**config.mk**
```make
export PLATFORM = sky130hd
export DESIGN_NAME = hemwm_top
export DESIGN_NICKNAME = d
export VERILOG_FILES = /design/src/rtl/hemwm_pkg.sv /design/src/rtl/hemwm_top.sv
export SDC_FILE = /design/constraint.sdc
export NUM_CORES = 1
export LEC_CHECK = 0
export BUFFER_PORTS_ARGS = -buffer_cell sky130_fd_sc_hd__buf_2
export CAP_MARGIN = 40
export CORE_MARGIN = 2
export CORE_UTILIZATION = 40
export CTS_BUF_LIST = sky130_fd_sc_hd__clkbuf_8
export DETAILED_ROUTE_END_ITERATION = 16
export HOLD_SLACK_MARGIN = 0.1
export PLACE_DENSITY = 0.64
export SYNTH_ARGS = -nofsm -noshare
export SYNTH_HDL_FRONTEND = slang
export SYNTH_SLANG_ARGS = --single-unit
```
**constraint.sdc**
```tcl
create_clock -name clk_sys -period 7.4 [get_ports clk_sys]
set_clock_uncertainty 0.1 [all_clocks]
set_input_delay 1.85 -clock clk_sys [delete_from_list [all_inputs] [get_ports clk_sys]]
set_output_delay 1.85 -clock clk_sys [all_outputs]
set_load 0.01 [all_outputs]
```
**src/rtl/hemwm_pkg.sv**
```systemverilog
// Constants, encodings and carrier types for the host memory window and mailbox block
package hemwm_pkg;

  // ----------------------------------------------------------------
  // Widths
  // ----------------------------------------------------------------
  localparam int RAM_AW = 16;
  localparam int RAM_DW = 32;

  // ----------------------------------------------------------------
  // Host byte offsets (twelve bytes)
  // ----------------------------------------------------------------
  localparam logic [3:0] HOFF_H2E = 4'h0;
  localparam logic [3:0] HOFF_E2H = 4'h1;
  localparam logic [3:0] HOFF_ADDR0 = 4'h2;
  localparam logic [3:0] HOFF_ADDR1 = 4'h3;
  localparam logic [3:0] HOFF_SRC0 = 4'h8;
  localparam logic [3:0] HOFF_SRC1 = 4'h9;
  localparam logic [3:0] HOFF_MSK0 = 4'hA;
  localparam logic [3:0] HOFF_MSK1 = 4'hB;
  localparam logic [3:0] HOFF_LAST = 4'hB;

  // ----------------------------------------------------------------
  // Controller APB byte offsets
  // ----------------------------------------------------------------
  localparam logic [7:0] EOFF_H2E = 8'h00;
  localparam logic [7:0] EOFF_E2H = 8'h04;
  localparam logic [7:0] EOFF_E2H_CLR = 8'h08;
  localparam logic [7:0] EOFF_SRC = 8'h0C;
  localparam logic [7:0] EOFF_MSK = 8'h10;
  localparam logic [7:0] EOFF_RGN = 8'h14;
  localparam logic [7:0] EOFF_RGN_STRIDE = 8'h08;
  localparam logic [7:0] EOFF_LAST = 8'h20;

  // ----------------------------------------------------------------
  // Field positions and reset values
  // ----------------------------------------------------------------
  localparam int ADDR_REGION_BIT = 15;
  localparam int SRC_ECWR_BIT = 0;
  localparam logic [7:0] MBOX_RST = 8'h00;
  localparam logic [15:0] REG16_RST = 16'h0000;
  localparam logic [31:0] WORD_RST = 32'h00000000;

  // ----------------------------------------------------------------
  // Transfer modes held in address bits 1:0
  // ----------------------------------------------------------------
  typedef enum logic [1:0] {
    ACC_BYTE = 2'b00,
    ACC_HALF = 2'b01,
    ACC_WORD = 2'b10,
    ACC_WORD_INC = 2'b11
  } hemwm_acc_t;

  typedef enum logic [1:0] {
    ST_IDLE = 2'b00,
    ST_RAM = 2'b01,
    ST_ACK = 2'b10
  } hemwm_state_t;

  // ----------------------------------------------------------------
  // Carriers
  // ----------------------------------------------------------------
  typedef struct packed {
    logic wr;
    logic [3:0] addr;
    logic [7:0] wdata;
  } hemwm_host_req_t;

  typedef struct packed {
    logic we;
    logic [RAM_AW-1:0] addr;
    logic [3:0] be;
    logic [RAM_DW-1:0] wdata;
  } hemwm_ram_req_t;

  typedef struct packed {
    logic psel;
    logic penable;
    logic pwrite;
    logic [7:0] paddr;
    logic [31:0] pwdata;
  } hemwm_apb_req_t;

endpackage

```
**src/rtl/hemwm_top.sv**
```systemverilog
// Host memory window and mailbox block: host byte port, controller APB, RAM port, events
// Functional notes
// - Twelve host byte registers plus controller-only registers reached over APB.
// - Host reads inside the read window fetch RAM with no firmware help.
// - Host writes inside the write window reach RAM with no firmware help.
// - Active-low system reset returns all state to defaults.
// - Host write of host-to-controller mailbox raises controller interrupt bit.
// - Controller mailbox write drives active-high serial IRQ level, polarity zero.
// - Active-low soft event asserts when any enabled soft bit is set.
// - Soft event also asserts on mailbox written flag when its enable set.
// - Active-low soft event level matches the host SMI pin level.
// - Mailbox event line is active-high level of the mailbox written flag.
// - Soft event line is active high, inverse of the polarity-one signal.
// - Both event lines go out to the PME and SMI logic.
// - One 8-bit message per direction; writes raise receiver interrupts.
// - Host map: two mailbox bytes, two address bytes, four data bytes, two source and two enable bytes.
// - Host data byte read returns RAM at the address register location.
// - Host data byte write updates RAM through the direct RAM port.
// - RAM transfers are one byte, two-byte or four-byte blocks.
// - Auto-increment advances the RAM address on repeated data accesses.
// - Two regions, each base, read and write limit, controller-only.
// - Read and write limits independent; read limit zero makes write-only.
// - Writing one to a controller-to-host mailbox bit clears it, either side.
`timescale 1ns/1ps
`default_nettype none

module hemwm_top (
  input wire logic clk_sys,
  input wire logic rst_b,
  input wire logic clk_en,
  input wire logic host_req,
  input wire hemwm_pkg::hemwm_host_req_t host_cmd,
  output logic host_ack,
  output logic [7:0] host_rdata,
  input wire hemwm_pkg::hemwm_apb_req_t apb_req,
  output logic [31:0] prdata,
  output logic pready,
  output logic pslverr,
  output logic ram_req,
  output hemwm_pkg::hemwm_ram_req_t ram_cmd,
  input wire logic ram_ack,
  input wire logic [31:0] ram_rdata,
  output logic window_ec_irq_bit,
  output logic mailbox_event_line,
  output logic soft_irq_event_line,
  output logic serirq_sel0_level,
  output logic serirq_sel1_n
);
  import hemwm_pkg::*;

  // ----------------------------------------------------------------
  // State
  // ----------------------------------------------------------------
  logic [7:0] h2e_q, h2e_d, e2h_q, e2h_d;
  logic h2e_irq_q, h2e_irq_d;
  logic [15:0] src_q, src_d, msk_q, msk_d, addr_q, addr_d, src_set;
  logic [31:0] buf_q, buf_d, prdata_q, prdata_d;
  logic [15:0] base_q [2];
  logic [15:0] base_d [2];
  logic [15:0] rlim_q [2];
  logic [15:0] rlim_d [2];
  logic [15:0] wlim_q [2];
  logic [15:0] wlim_d [2];
  hemwm_state_t st_q, st_d;
  logic [1:0] pidx_q, pidx_d;
  logic pwr_q, pwr_d, ack_q, ack_d, ramreq_q, ramreq_d;
  logic [7:0] hrd_q, hrd_d;
  hemwm_ram_req_t ram_q, ram_d;

  // ----------------------------------------------------------------
  // Decode helpers
  // ----------------------------------------------------------------
  logic accept, is_data, first, last, rsel, rd_ok, wr_ok, inc;
  logic apb_setup, apb_wr, apb_rd, apb_hit;
  logic [1:0] idx;
  logic [3:0] be;
  logic [14:0] blk_off;
  logic [31:0] wmerge;
  hemwm_acc_t acc;

  assign accept = host_req && !ack_q && (st_q == ST_IDLE) && (host_cmd.addr <= HOFF_LAST);
  assign is_data = host_cmd.addr[3:2] == 2'b01;
  assign idx = host_cmd.addr[1:0];
  assign acc = hemwm_acc_t'(addr_q[1:0]);
  assign rsel = addr_q[ADDR_REGION_BIT];
  assign inc = acc == ACC_WORD_INC;
  assign apb_setup = apb_req.psel && !apb_req.penable;
  assign apb_wr = apb_req.psel && apb_req.penable && apb_req.pwrite;
  assign apb_rd = apb_req.psel && apb_req.penable && !apb_req.pwrite;
  assign apb_hit = (apb_req.paddr <= EOFF_LAST) && (apb_req.paddr[1:0] == 2'b00);
  assign src_set = {apb_wr && apb_req.paddr == EOFF_SRC ? apb_req.pwdata[15:1] : 15'h0000,
    apb_wr && apb_req.paddr == EOFF_E2H};

  // Block boundaries per transfer mode
  always_comb begin
    unique case (acc)
      ACC_BYTE: begin
        first = 1'b1;
        last = 1'b1;
        be = 4'h1 << idx;
        blk_off = {addr_q[14:2], idx};
      end
      ACC_HALF: begin
        first = !idx[0];
        last = idx[0];
        be = idx[1] ? 4'hC : 4'h3;
        blk_off = {addr_q[14:2], idx[1], 1'b0};
      end
      ACC_WORD, ACC_WORD_INC: begin
        first = idx == 2'b00;
        last = idx == 2'b11;
        be = 4'hF;
        blk_off = {addr_q[14:2], 2'b00};
      end
    endcase
  end

  assign rd_ok = {1'b0, blk_off} < rlim_q[rsel];
  assign wr_ok = {1'b0, blk_off} < wlim_q[rsel];

  always_comb begin
    wmerge = buf_q;
    wmerge[8*idx +: 8] = host_cmd.wdata;
  end

  // ----------------------------------------------------------------
  // Next state
  // ----------------------------------------------------------------
  always_comb begin
    h2e_d = h2e_q;
    h2e_irq_d = h2e_irq_q;
    e2h_d = e2h_q;
    src_d = src_q;
    msk_d = msk_q;
    addr_d = addr_q;
    buf_d = buf_q;
    base_d = base_q;
    rlim_d = rlim_q;
    wlim_d = wlim_q;
    st_d = st_q;
    pidx_d = pidx_q;
    pwr_d = pwr_q;
    ack_d = 1'b0;
    ramreq_d = ramreq_q;
    hrd_d = hrd_q;
    ram_d = ram_q;
    prdata_d = prdata_q;

    // Controller side clears first so that host-side sets below win
    if (apb_wr) begin
      unique case (apb_req.paddr)
        EOFF_H2E: h2e_d = h2e_q & ~apb_req.pwdata[7:0];
        EOFF_E2H: begin
          e2h_d = apb_req.pwdata[7:0];
          src_d[SRC_ECWR_BIT] = 1'b1;
        end
        EOFF_E2H_CLR: e2h_d = e2h_q & ~apb_req.pwdata[7:0];
        EOFF_SRC: src_d[15:1] = src_q[15:1] | apb_req.pwdata[15:1];
        EOFF_MSK: msk_d = apb_req.pwdata[15:0];
        default: begin
          for (int r = 0; r < 2; r++) begin
            if (apb_req.paddr == EOFF_RGN + 8'(r) * EOFF_RGN_STRIDE) begin
              base_d[r] = apb_req.pwdata[15:0];
            end
            if (apb_req.paddr == EOFF_RGN + 8'(r) * EOFF_RGN_STRIDE + 8'h04) begin
              rlim_d[r] = apb_req.pwdata[15:0];
              wlim_d[r] = apb_req.pwdata[31:16];
            end
          end
        end
      endcase
    end
    if (apb_rd && apb_req.paddr == EOFF_H2E) begin
      h2e_irq_d = 1'b0;
    end
    if (apb_setup) begin
      prdata_d = WORD_RST;
      unique case (apb_req.paddr)
        EOFF_H2E: prdata_d[7:0] = h2e_q;
        EOFF_E2H, EOFF_E2H_CLR: prdata_d[7:0] = e2h_q;
        EOFF_SRC: prdata_d[15:0] = src_q;
        EOFF_MSK: prdata_d[15:0] = msk_q;
        default: begin
          for (int r = 0; r < 2; r++) begin
            if (apb_req.paddr == EOFF_RGN + 8'(r) * EOFF_RGN_STRIDE) begin
              prdata_d[15:0] = base_q[r];
            end
            if (apb_req.paddr == EOFF_RGN + 8'(r) * EOFF_RGN_STRIDE + 8'h04) begin
              prdata_d = {wlim_q[r], rlim_q[r]};
            end
          end
        end
      endcase
    end

    // Host port
    unique case (st_q)
      ST_IDLE: begin
        if (accept) begin
          pidx_d = idx;
          pwr_d = host_cmd.wr;
          if (is_data) begin
            if (last && inc) begin
              addr_d[14:2] = addr_q[14:2] + 13'h0001;
            end
            if (host_cmd.wr) begin
              buf_d = wmerge;
              if (last && wr_ok) begin
                ram_d.we = 1'b1;
                ram_d.addr = base_q[rsel] + {1'b0, blk_off[14:2], 2'b00};
                ram_d.be = be;
                ram_d.wdata = wmerge;
                ramreq_d = 1'b1;
                st_d = ST_RAM;
              end else begin
                ack_d = 1'b1;
              end
            end else if (first && rd_ok) begin
              ram_d.we = 1'b0;
              ram_d.addr = base_q[rsel] + {1'b0, blk_off[14:2], 2'b00};
              ram_d.be = be;
              ramreq_d = 1'b1;
              st_d = ST_RAM;
            end else begin
              if (first) begin
                buf_d = WORD_RST;
              end
              hrd_d = first ? 8'h00 : buf_q[8*idx +: 8];
              ack_d = 1'b1;
            end
          end else begin
            ack_d = 1'b1;
            hrd_d = 8'h00;
            unique case (host_cmd.addr)
              HOFF_H2E: begin
                hrd_d = h2e_q;
                if (host_cmd.wr) begin
                  h2e_d = host_cmd.wdata;
                  h2e_irq_d = 1'b1;
                end
              end
              HOFF_E2H: begin
                hrd_d = e2h_q;
                if (host_cmd.wr) begin
                  e2h_d = e2h_d & ~host_cmd.wdata;
                end else if (!(apb_wr && apb_req.paddr == EOFF_E2H)) begin
                  src_d[SRC_ECWR_BIT] = 1'b0;
                end
              end
              HOFF_ADDR0: begin
                hrd_d = addr_q[7:0];
                if (host_cmd.wr) addr_d[7:0] = host_cmd.wdata;
              end
              HOFF_ADDR1: begin
                hrd_d = addr_q[15:8];
                if (host_cmd.wr) addr_d[15:8] = host_cmd.wdata;
              end
              HOFF_SRC0: begin
                hrd_d = src_q[7:0];
                if (host_cmd.wr) src_d[7:0] = src_q[7:0] & ~host_cmd.wdata | src_set[7:0];
              end
              HOFF_SRC1: begin
                hrd_d = src_q[15:8];
                if (host_cmd.wr) src_d[15:8] = src_q[15:8] & ~host_cmd.wdata | src_set[15:8];
              end
              HOFF_MSK0: begin
                hrd_d = msk_q[7:0];
                if (host_cmd.wr) msk_d[7:0] = host_cmd.wdata;
              end
              HOFF_MSK1: begin
                hrd_d = msk_q[15:8];
                if (host_cmd.wr) msk_d[15:8] = host_cmd.wdata;
              end
              default: hrd_d = 8'h00;
            endcase
          end
        end
      end
      ST_RAM: begin
        if (ram_ack) begin
          ramreq_d = 1'b0;
          if (!pwr_q) begin
            buf_d = ram_rdata;
            hrd_d = ram_rdata[8*pidx_q +: 8];
          end
          st_d = ST_ACK;
        end
      end
      ST_ACK: begin
        ack_d = 1'b1;
        st_d = ST_IDLE;
      end
      default: st_d = ST_IDLE;
    endcase
  end

  // ----------------------------------------------------------------
  // Registers
  // ----------------------------------------------------------------
  always_ff @(posedge clk_sys or negedge rst_b) begin
    if (!rst_b) begin
      h2e_q <= MBOX_RST;
      h2e_irq_q <= 1'b0;
      e2h_q <= MBOX_RST;
      src_q <= REG16_RST;
      msk_q <= REG16_RST;
      addr_q <= REG16_RST;
      buf_q <= WORD_RST;
      for (int r = 0; r < 2; r++) begin
        base_q[r] <= REG16_RST;
        rlim_q[r] <= REG16_RST;
        wlim_q[r] <= REG16_RST;
      end
      st_q <= ST_IDLE;
      pidx_q <= 2'b00;
      pwr_q <= 1'b0;
      ack_q <= 1'b0;
      ramreq_q <= 1'b0;
      hrd_q <= 8'h00;
      ram_q <= '0;
      prdata_q <= WORD_RST;
    end else if (clk_en) begin
      h2e_q <= h2e_d;
      h2e_irq_q <= h2e_irq_d;
      e2h_q <= e2h_d;
      src_q <= src_d;
      msk_q <= msk_d;
      addr_q <= addr_d;
      buf_q <= buf_d;
      base_q <= base_d;
      rlim_q <= rlim_d;
      wlim_q <= wlim_d;
      st_q <= st_d;
      pidx_q <= pidx_d;
      pwr_q <= pwr_d;
      ack_q <= ack_d;
      ramreq_q <= ramreq_d;
      hrd_q <= hrd_d;
      ram_q <= ram_d;
      prdata_q <= prdata_d;
    end
  end

  // ----------------------------------------------------------------
  // Outputs
  // ----------------------------------------------------------------
  assign host_ack = ack_q;
  assign host_rdata = hrd_q;
  assign prdata = prdata_q;
  assign pready = apb_req.psel && apb_req.penable;
  assign pslverr = apb_req.psel && apb_req.penable && !apb_hit;
  assign ram_req = ramreq_q;
  assign ram_cmd = ram_q;
  assign window_ec_irq_bit = h2e_irq_q;
  assign mailbox_event_line = src_q[SRC_ECWR_BIT];
  assign soft_irq_event_line = |(src_q[15:1] & msk_q[15:1])
    || (src_q[SRC_ECWR_BIT] && msk_q[SRC_ECWR_BIT]);
  assign serirq_sel0_level = src_q[SRC_ECWR_BIT];
  assign serirq_sel1_n = !soft_irq_event_line;

  // ----------------------------------------------------------------
  // Checks
  // ----------------------------------------------------------------
  h2e_irq_set_a: assert property (@(posedge clk_sys) disable iff (!rst_b)
    clk_en && accept && host_cmd.wr && host_cmd.addr == HOFF_H2E |=> window_ec_irq_bit)
    else $error("host mailbox write did not raise controller interrupt");
  e2h_flag_set_a: assert property (@(posedge clk_sys) disable iff (!rst_b)
    clk_en && apb_wr && apb_req.paddr == EOFF_E2H |=> mailbox_event_line && serirq_sel0_level)
    else $error("controller mailbox write did not raise event line");
  soft_evt_a: assert property (@(posedge clk_sys) disable iff (!rst_b)
    |(src_q[15:1] & msk_q[15:1]) |-> !serirq_sel1_n && soft_irq_event_line)
    else $error("enabled soft bit did not assert soft event");
  wr_evt_a: assert property (@(posedge clk_sys) disable iff (!rst_b)
    clk_en && apb_wr && apb_req.paddr == EOFF_E2H && msk_q[SRC_ECWR_BIT]
      && !(accept && host_cmd.wr && host_cmd.addr == HOFF_MSK0) |=> soft_irq_event_line)
    else $error("mailbox write with enable did not assert soft event");
  e2h_clr_a: assert property (@(posedge clk_sys) disable iff (!rst_b)
    clk_en && apb_wr && apb_req.paddr == EOFF_E2H_CLR && !accept
      |=> (e2h_q & $past(apb_req.pwdata[7:0])) == 8'h00)
    else $error("mailbox clear by one left bit set");
  ram_rd_done_a: assert property (@(posedge clk_sys) disable iff (!rst_b)
    clk_en && st_q == ST_RAM && ram_ack && !pwr_q |=> hrd_q == $past(ram_rdata[8*pidx_q +: 8]))
    else $error("host read data does not match RAM word");
  wr_limit_a: assert property (@(posedge clk_sys) disable iff (!rst_b)
    clk_en && accept && is_data && host_cmd.wr && !wr_ok |=> !ram_req && host_ack)
    else $error("write beyond write limit reached RAM");
  rd_limit_a: assert property (@(posedge clk_sys) disable iff (!rst_b)
    clk_en && accept && is_data && !host_cmd.wr && first && !rd_ok
      |=> !ram_req && host_ack && host_rdata == 8'h00)
    else $error("read beyond read limit did not return zero");
  autoinc_a: assert property (@(posedge clk_sys) disable iff (!rst_b)
    clk_en && accept && is_data && last && inc && !host_cmd.wr
      |=> addr_q[14:2] == $past(addr_q[14:2]) + 13'h0001)
    else $error("auto-increment did not step one block");

endmodule

`default_nettype wire

```
## After elaboration in Yosys (flattened, before gate mapping)

Index checks and enable logic that the tools add are counted.

| word-level totals | value |
|---|---|
| register bits | 293 |
| input port bits | 93 |
| output and inout bits | 102 |
| logic and storage cells | 254 |

| cells by class | value |
|---|---|
| add/subtract/negate cells | 3 |
| $lt $le $gt $ge | 5 |
| eq/ne operators | 34 |
| shift operators | 5 |
| muxes and demuxes | 111 |
| bitwise gates (word level) | 14 |
| reductions and logical operators | 55 |

Operators with widths:

| cell | number |
|---|---|
| $mux 16 | 21 |
| $mux 32 | 9 |
| $mux 8 | 29 |
| $pmux 32 s2 | 1 |
| $pmux 8 s8 | 1 |
| $shiftx 32x6->8 | 2 |
| $mux 53 | 1 |
| $pmux 15 s3 | 1 |
| $mux 21 | 2 |
| $reduce_and 6->1 | 7 |
| $and 8x8->8 | 5 |
| $neg 5->34 | 1 |
| $shift 8x34->32 const A | 1 |
| $shiftx 8x34->32 | 1 |
| $bwmux 32 | 1 |
| $eq 8x5->1 const B | 4 |
| $lt 15x16->1 | 2 |
| $pmux 8 s2 | 2 |
| $pmux 8 s4 | 1 |
| $mux 15 | 2 |
| $mux 13 | 2 |
| $pmux 8 s3 | 1 |
| $mux 7 | 3 |
| $mux 1 | 20 |
| other kinds (46) | 107 |

## Longest topological paths before layout

Gate-level depths: netlist of the first run.

| depth | value |
|---|---|
| depth after elaboration | 11 |
| depth in mapped cells | 14 |
| depth with buffers taken out | 10 |

## Worst setup path before layout of the first run

Ideal clock, no wire load.

| timing path | value |
|---|---|
| path kind | input port to output port |
| from | input apb_req[33] (netlist name) |
| to | output pslverr |
| arrival time | 3.333 ns |
| data required time | 5.450 ns |
| slack | 2.117 ns |
| stages on the path | 6 |
| buffers on the path | 1 |
| cell sequence | nor2_1 nand2_1 nor4_2 clkbuf_1 o21ai_0 and2_1 |

| on the way | value |
|---|---|
| word-level cells in the longest chain between the ends | 4 |
| elaborated cells between the ends (all ways) | 5 |
| those cells by class | order compare (1); reduce/logical (4) |

RTL lines:

| what | line | RTL |
|---|---|---|
| start: declaration | hemwm_top.sv:35 | `input wire hemwm_pkg::hemwm_apb_req_t apb_req,` |
| $le 8x6->1 / $logic_not 2->1 (equally long branches) | hemwm_top.sv:90 | `assign apb_hit = (apb_req.paddr <= EOFF_LAST) && (apb_req.paddr[1:0] == 2'b00);` |
| $logic_and 1x1->1 * | hemwm_top.sv:90 |  |
| $logic_not 1->1 * | hemwm_top.sv:351 | `assign pslverr = apb_req.psel && apb_req.penable && !apb_hit;` |
| $logic_and 1x1->1 * | hemwm_top.sv:351 |  |
| end: declaration | hemwm_top.sv:38 | `output logic pslverr,` |

Every way passes the cells marked *; elsewhere a longest branch is shown, timed or not.

## Worst setup path in the final report of the first run

Same ends and word-level chain as after synthesis.

==> qor.csv, run 1 <==
metric,value,unit
vias,14300,
critical path's largest stage delay,0.43,ns
WL final,56900,um
cell mode on critical path,buf_2,
WL/cell,24.1,um
Final Hold Violating Endpoints,0,
cells on worst reg2reg path,10,
Initial Util,40.2,%
Root Buffer,clkbuf_8,
hold depth,1,
Buffers on Ports,194,
Compound-Gate Fraction of Synth Area,18.8,%
max_cap viols,0,
setup TNS,0,ns
most frequent cells in the layout,"dfrtp_1, nand2_1, buf_2, o21ai_0, mux2_2",
global-route wire length before repair,85300,um
Yosys top cell area share,44.9,%
Post-synth EDFFs,0,
critical path peak fanout,34,
post-layout util,46.7,%
sinks on the clock net,293,
Syn. warnings,0,
VDD IR max,0.145,mV
post-DP HPWL,40500,um
gpl congestion,0.926,
fin. max-slew vios,0,
fin cells,2362,
share of layout cells above drive strength 1,27.0,%
"FFs w/ async S/R, synth",100,%
die height,206,um
pin count of the biggest net entering global routing,115,
Post-Syn Area,16300,um2
initial antenna violation count,2,
"most common cell after layout, fill and taps aside",dfrtp_1,
syn_nets,1765,
post-synthesis sequential area ratio,44.9,%
largest cells by area after synthesis,"dfrtp_1, mux2_2, o21ai_0, nand2_1, ha_1",
Mean Syn Cell Area,10.1,um2
Final min period,5.71,ns
crit path kind,in2out,
RSZ-0062 raised after global routing,no,
DR pass1 iterations,6,
leakage power,8.83,nW
Synth Flop Type,dfrtp_1,
worst rel slew slack,37.3,%
critical path data required time,5.45,ns
post-synthesis xor/xnor area fraction,0.483,%
postcts setup bufs,0,
CTS tree,yes,
core area,40600,um2
Worst setup SP type,primary input,
Yosys cell types,64,
GR Overflow Total,0,
Clock Path Buffers,3,
Fill cells,3760,
crit path cell chain,buf_2 > nor2_1 > nand2_1 > nor4_4 > buf_4 > o21ai_0 > and2_1 > buf_2,
Yosys reg bits,293,
hold buffer count at cts,0,
post-synthesis mux area share,16.7,%
Worst Setup End Kind,primary output,
slowest cell on the critical path,buf_4,
largest family of logic cells by synthesized area,compound AO/OA/AOI/OAI gates,
Nets,1934,
FP Rows,74,
H-tree depth,2,
Critical Path AT,3.76,ns
pwr/cell area,247,nW/um2
post-route ant nets,0,
drt drc,0,
vias per cell,6.05,
Post-Synthesis Cells,1621,
placed cell count,2267,
chip width,206,um
I/O pins,195,
Hold Path Class,reg2reg,
leading area contributor after synthesis,dfrtp_1,
vias in the first global route,13700,
Synth Area in Simple Gates,12.0,%
Syn-to-layout area delta,16.1,%
die area,42400,um2
Final period util,77.1,%
Initial DRC Count,1583,
GRT Overall Usage,26.8,%
"Clk Latency, worst-skew pair",0.65,ns
post-synthesis adder-cell area fraction,3.96,%
run status,completed,
FMAX,175,MHz
slew of the pin with the lowest slew margin,0.938,ns
Pwr Total,4.68,mW
Finish-stage setup viols,0,
Num CTS Buffers,52,
PostCTS Resize Cnt,0,
"Clk pin slew, worst setup/hold paths",0.06,ns
## worst paths after layout
path | startpoint | endpoint | slack (ns)
max | apb_req[33] | pslverr | 1.69
min | prdata[8]$_DFFE_PN0P_ | prdata[8]$_DFFE_PN0P_ | 0.37
max reg2reg | addr_q[15]$_DFFE_PN0P_ | ram_cmd[47]$_DFFE_PN0P_ | 2.83
min reg2reg | prdata[8]$_DFFE_PN0P_ | prdata[8]$_DFFE_PN0P_ | 0.37
max in group asynchronous | rst_b | host_rdata[3]$_DFFE_PN0P_ | 4.91
min in group asynchronous | rst_b | base_q[9]$_DFFE_PN0P_ | 1.13
## cells in the mapped netlist, types with 4 or more instances
cell type / count
a211oi_1: 13
a21o_1: 17
a21oi_1: 108
a221oi_1: 6
a222oi_1: 10
a22o_1: 22
a22oi_1: 57
a311oi_1: 4
a31oi_1: 20
and2_1: 9
and3_1: 13
buf_1: 13
buf_2: 28
clkbuf_1: 66
clkbuf_2: 5
dfrtp_1: 293
ha_1: 50
inv_1: 12
mux2_2: 161
mux2i_1: 56
mux4_2: 16
nand2_1: 200
nand2b_1: 6
nand3_1: 30
nand4_1: 11
nor2_1: 55
nor2b_1: 41
nor3_1: 20
nor3b_1: 10
o2111ai_1: 4
o211ai_1: 4
o21a_1: 4
o21ai_0: 167
o21ai_1: 7
o22ai_1: 23
o31ai_1: 9
o41ai_1: 5
xnor2_1: 6
## power by group
part | internal [mW] | switching, mW
logic | 0.427 | 0.615
clock network | 0.920 | 0.715
registers | 1.77 | 0.227
## flip-flops by register name, summed over array words and instances, names as in the netlist
name and cells:
ram_cmd 53, base_q 32, buf_q 32, prdata 32
rlim_q 32, wlim_q 32, addr_q 16, msk_q 16
src_q 16, e2h_q 8, h2e_q 8, host_rdata 8
pidx_q 2, st_q 2, host_ack 1, pwr_q 1
ram_req 1, window_ec_irq_bit 1
## layout make-up
cell class	instances	area (um2)	area share, %
antenna	2	5.00	0.0264
clock buffer	64	881	4.65
clock inverter	28	234	1.23
inverter	12	45.0	0.238
multi-input combinational	1203	8490	44.8
sequential	293	7330	38.7
tap	532	666	3.51
timing repair buffer	228	1290	6.81
## kinds of logic after synthesis
logic type	Yosys count
xor gates and xnor gates	9
adders and majority gates	51
muxes	233
DFF	293
AOI/OAI and AO/OA	497
buffers and inverters	125
and+or+nand+nor	413
## per-layer routing
| metal | part of all wire, % | GRT usage [%] | up-vias |
|---|---|---|---|
| met5 | 0 | 0 | - |
| met4 | 4.4 | 12.7 | 0 |
| met3 | 8.3 | 4.78 | 125 |
| met2 | 46 | 41.5 | 741 |
| met1 | 42 | 36.4 | 7063 |
| li1 | - | - | 6364 |
## through the flow
step           hold slack, ns  setup WS [ns]  area, um2
6_report                0.368           1.69      18900
5_1_grt                 0.383           1.55      18900
4_1_cts                 0.375           1.72      18900
3_5_place_dp            0.361           1.67      17800
3_3_place_gp            0.354           1.79      17700
2_1_floorplan           0.364           2.12      16300
## critical path, delay by kind of cell
kind                   cells  cell delay (ns)
AO/OA/AOI/OAI              1             0.18
buffers and inverters      3             0.69
AND/OR/NAND/NOR            4             1.03
No activity file was read; power rests on OpenSTA's default activity.
==> run 2: changes to the inputs <==
- PLACE_DENSITY: 0.64 -> 0.67
- clock period: 7.4 -> 5.1 ns (I/O delays scaled with it)
==> run 2 against run 1 <==
Compared with the run above:
- wire length up 0.71%
- register-to-register slack worse by 1.9 ns
- sequential power up 46%
- core utilization up 0.099 points
- first-iteration DRC count down 0.13%
- sequential share of layout area down 0.082 points
- worst hold slack about the same
- combinational power up 43%
- cell area up 0.21%
- die area unchanged
- critical endpoint is now buf_q[14]$_DFFE_PN0P_
- largest cell class unchanged
- largest power group unchanged
- highest routed layer is now met5
==> qor.csv, run 2 (synthesized netlist as in run 1, its figures left out) <==
metric,value,unit
post-route ant nets,0,
post-layout util,46.8,%
"Clk Latency, worst-skew pair",0.62,ns
FP Rows,74,
Bufs and invs on worst path,2,
vias in the first global route,14200,
PostCTS Resize Cnt,0,
Initial Util,40.2,%
Num CTS Buffers,51,
R2R Path Start,addr_q[15]$_DFFE_PN0P_,
Hold Path Class,reg2reg,
crit path kind,reg2reg,
GRT Overall Usage,27.0,%
post-DP HPWL,40800,um
Worst Setup End Kind,flip-flop,
WHS,0.369,ns
Buffers on Ports,194,
RSZ-0062 raised after global routing,no,
max_cap viols,0,
leakage power,8.83,nW
max reg flops,53,
initial antenna violation count,4,
critical path peak fanout,32,
"Clk pin slew, worst setup/hold paths",0.07,ns
critical path's largest stage delay,0.80,ns
slowest cell on the critical path,dfrtp_2,
cell mode on critical path,o211ai_1,
WL/cell,24.2,um
FMAX,241,MHz
Clock Path Buffers,3,
I/O pins,195,
most frequent cells in the layout,"dfrtp_1, nand2_1, buf_2, o21ai_0, mux2_2",
Fill cells,3798,
pin count of the biggest net entering global routing,115,
global-route wire length before repair,86800,um
die height,206,um
postcts setup bufs,0,
H-tree depth,2,
Final min period,4.15,ns
core area,40600,um2
chip width,206,um
HP Start,ram_cmd[35]$_DFFE_PN0P_,
Critical Path AT,4.52,ns
worst rel slew slack,35.0,%
GR Overflow Total,0,
"most common cell after layout, fill and taps aside",dfrtp_1,
setup TNS,0,ns
drt drc,0,
gpl congestion,0.939,
CTS tree,yes,
pwr/cell area,356,nW/um2
WL final,57300,um
VDD IR max,0.205,mV
Syn-to-layout area delta,16.3,%
fin. max-slew vios,0,
Root Buffer,clkbuf_8,
Final Hold Violating Endpoints,0,
hold buffer count at cts,0,
DR pass1 iterations,6,
Final period util,81.3,%
kind of cell adding the most delay to the critical path,flip-flops,
Nets,1938,
start point of the critical path,addr_q[15]$_DFFE_PN0P_,
share of layout cells above drive strength 1,27.5,%
Finish-stage setup viols,0,
run status,completed,
slew of the pin with the lowest slew margin,0.975,ns
crit path cell chain,buf_12 > mux2i_1 > ha_1 > and3_1 > o21ai_0 > o211ai_1 > nor3_1 > o211ai_1 > nand3_1 > buf_4 > mux2_2,
sinks on the clock net,293,
vias,14300,
critical path data required time,5.47,ns
vias per cell,6.02,
die area,42400,um2
Initial DRC Count,1581,
Worst setup SP type,flip-flop,
run 2: cell type report:
type | count | area [um2] | share of cell area [%]
Clock buffer | 72 | 991 | 5.22
Tap cell | 532 | 666 | 3.51
Clock inverter | 19 | 126 | 0.666
Antenna cell | 3 | 7.51 | 0.0395
Sequential cell | 293 | 7330 | 38.6
Multi-Input combinational cell | 1203 | 8490 | 44.7
Inverter | 12 | 45.0 | 0.237
Timing Repair Buffer | 233 | 1330 | 7.00
run 2: layer usage:
layer	part of all wire (%)	GRT usage, %
met2	46	42.6
met1	41	36.1
met4	3.9	10.8
met3	9.0	5.82
met5	0.021	0
run 2: power breakdown:
part / internal [mW] / total, mW / switching, mW / leakage, nW
sequential: 2.57 / 2.92 / 0.351 / 4.03
combinational: 0.615 / 1.49 / 0.879 / 4.19
clock: 1.30 / 2.34 / 1.03 / 0.612
total: 4.49 / 6.75 / 2.26 / 8.83
run 2: per-stage QoR:
step           worst slack [ns]  power [mW]  instances  instance area [um2]
2_1_floorplan             0.967        3.76       1621                16300
3_3_place_gp              0.820        4.38       2271                17800
3_5_place_dp              0.533        4.42       2273                17900
4_1_cts                    1.01        6.76       2364                19000
5_1_grt                   0.728        7.07       2366                19000
6_report                  0.954        6.75       2367                19000
run 2: worst paths after layout:
check | endpoint | slack (ns) | cells after the start
worst max register to register | buf_q[14]$_DFFE_PN0P_ | 0.95 | 11
worst min-delay path | ram_cmd[35]$_DFFE_PN0P_ | 0.37 | 1
min in group asynchronous | ram_cmd[37]$_DFFE_PN0P_ | 0.63 | 1
worst min register to register | ram_cmd[35]$_DFFE_PN0P_ | 0.37 | 1
max in group asynchronous | ram_cmd[12]$_DFFE_PN0P_ | 3.17 | 2
worst max-delay path | buf_q[14]$_DFFE_PN0P_ | 0.95 | 11
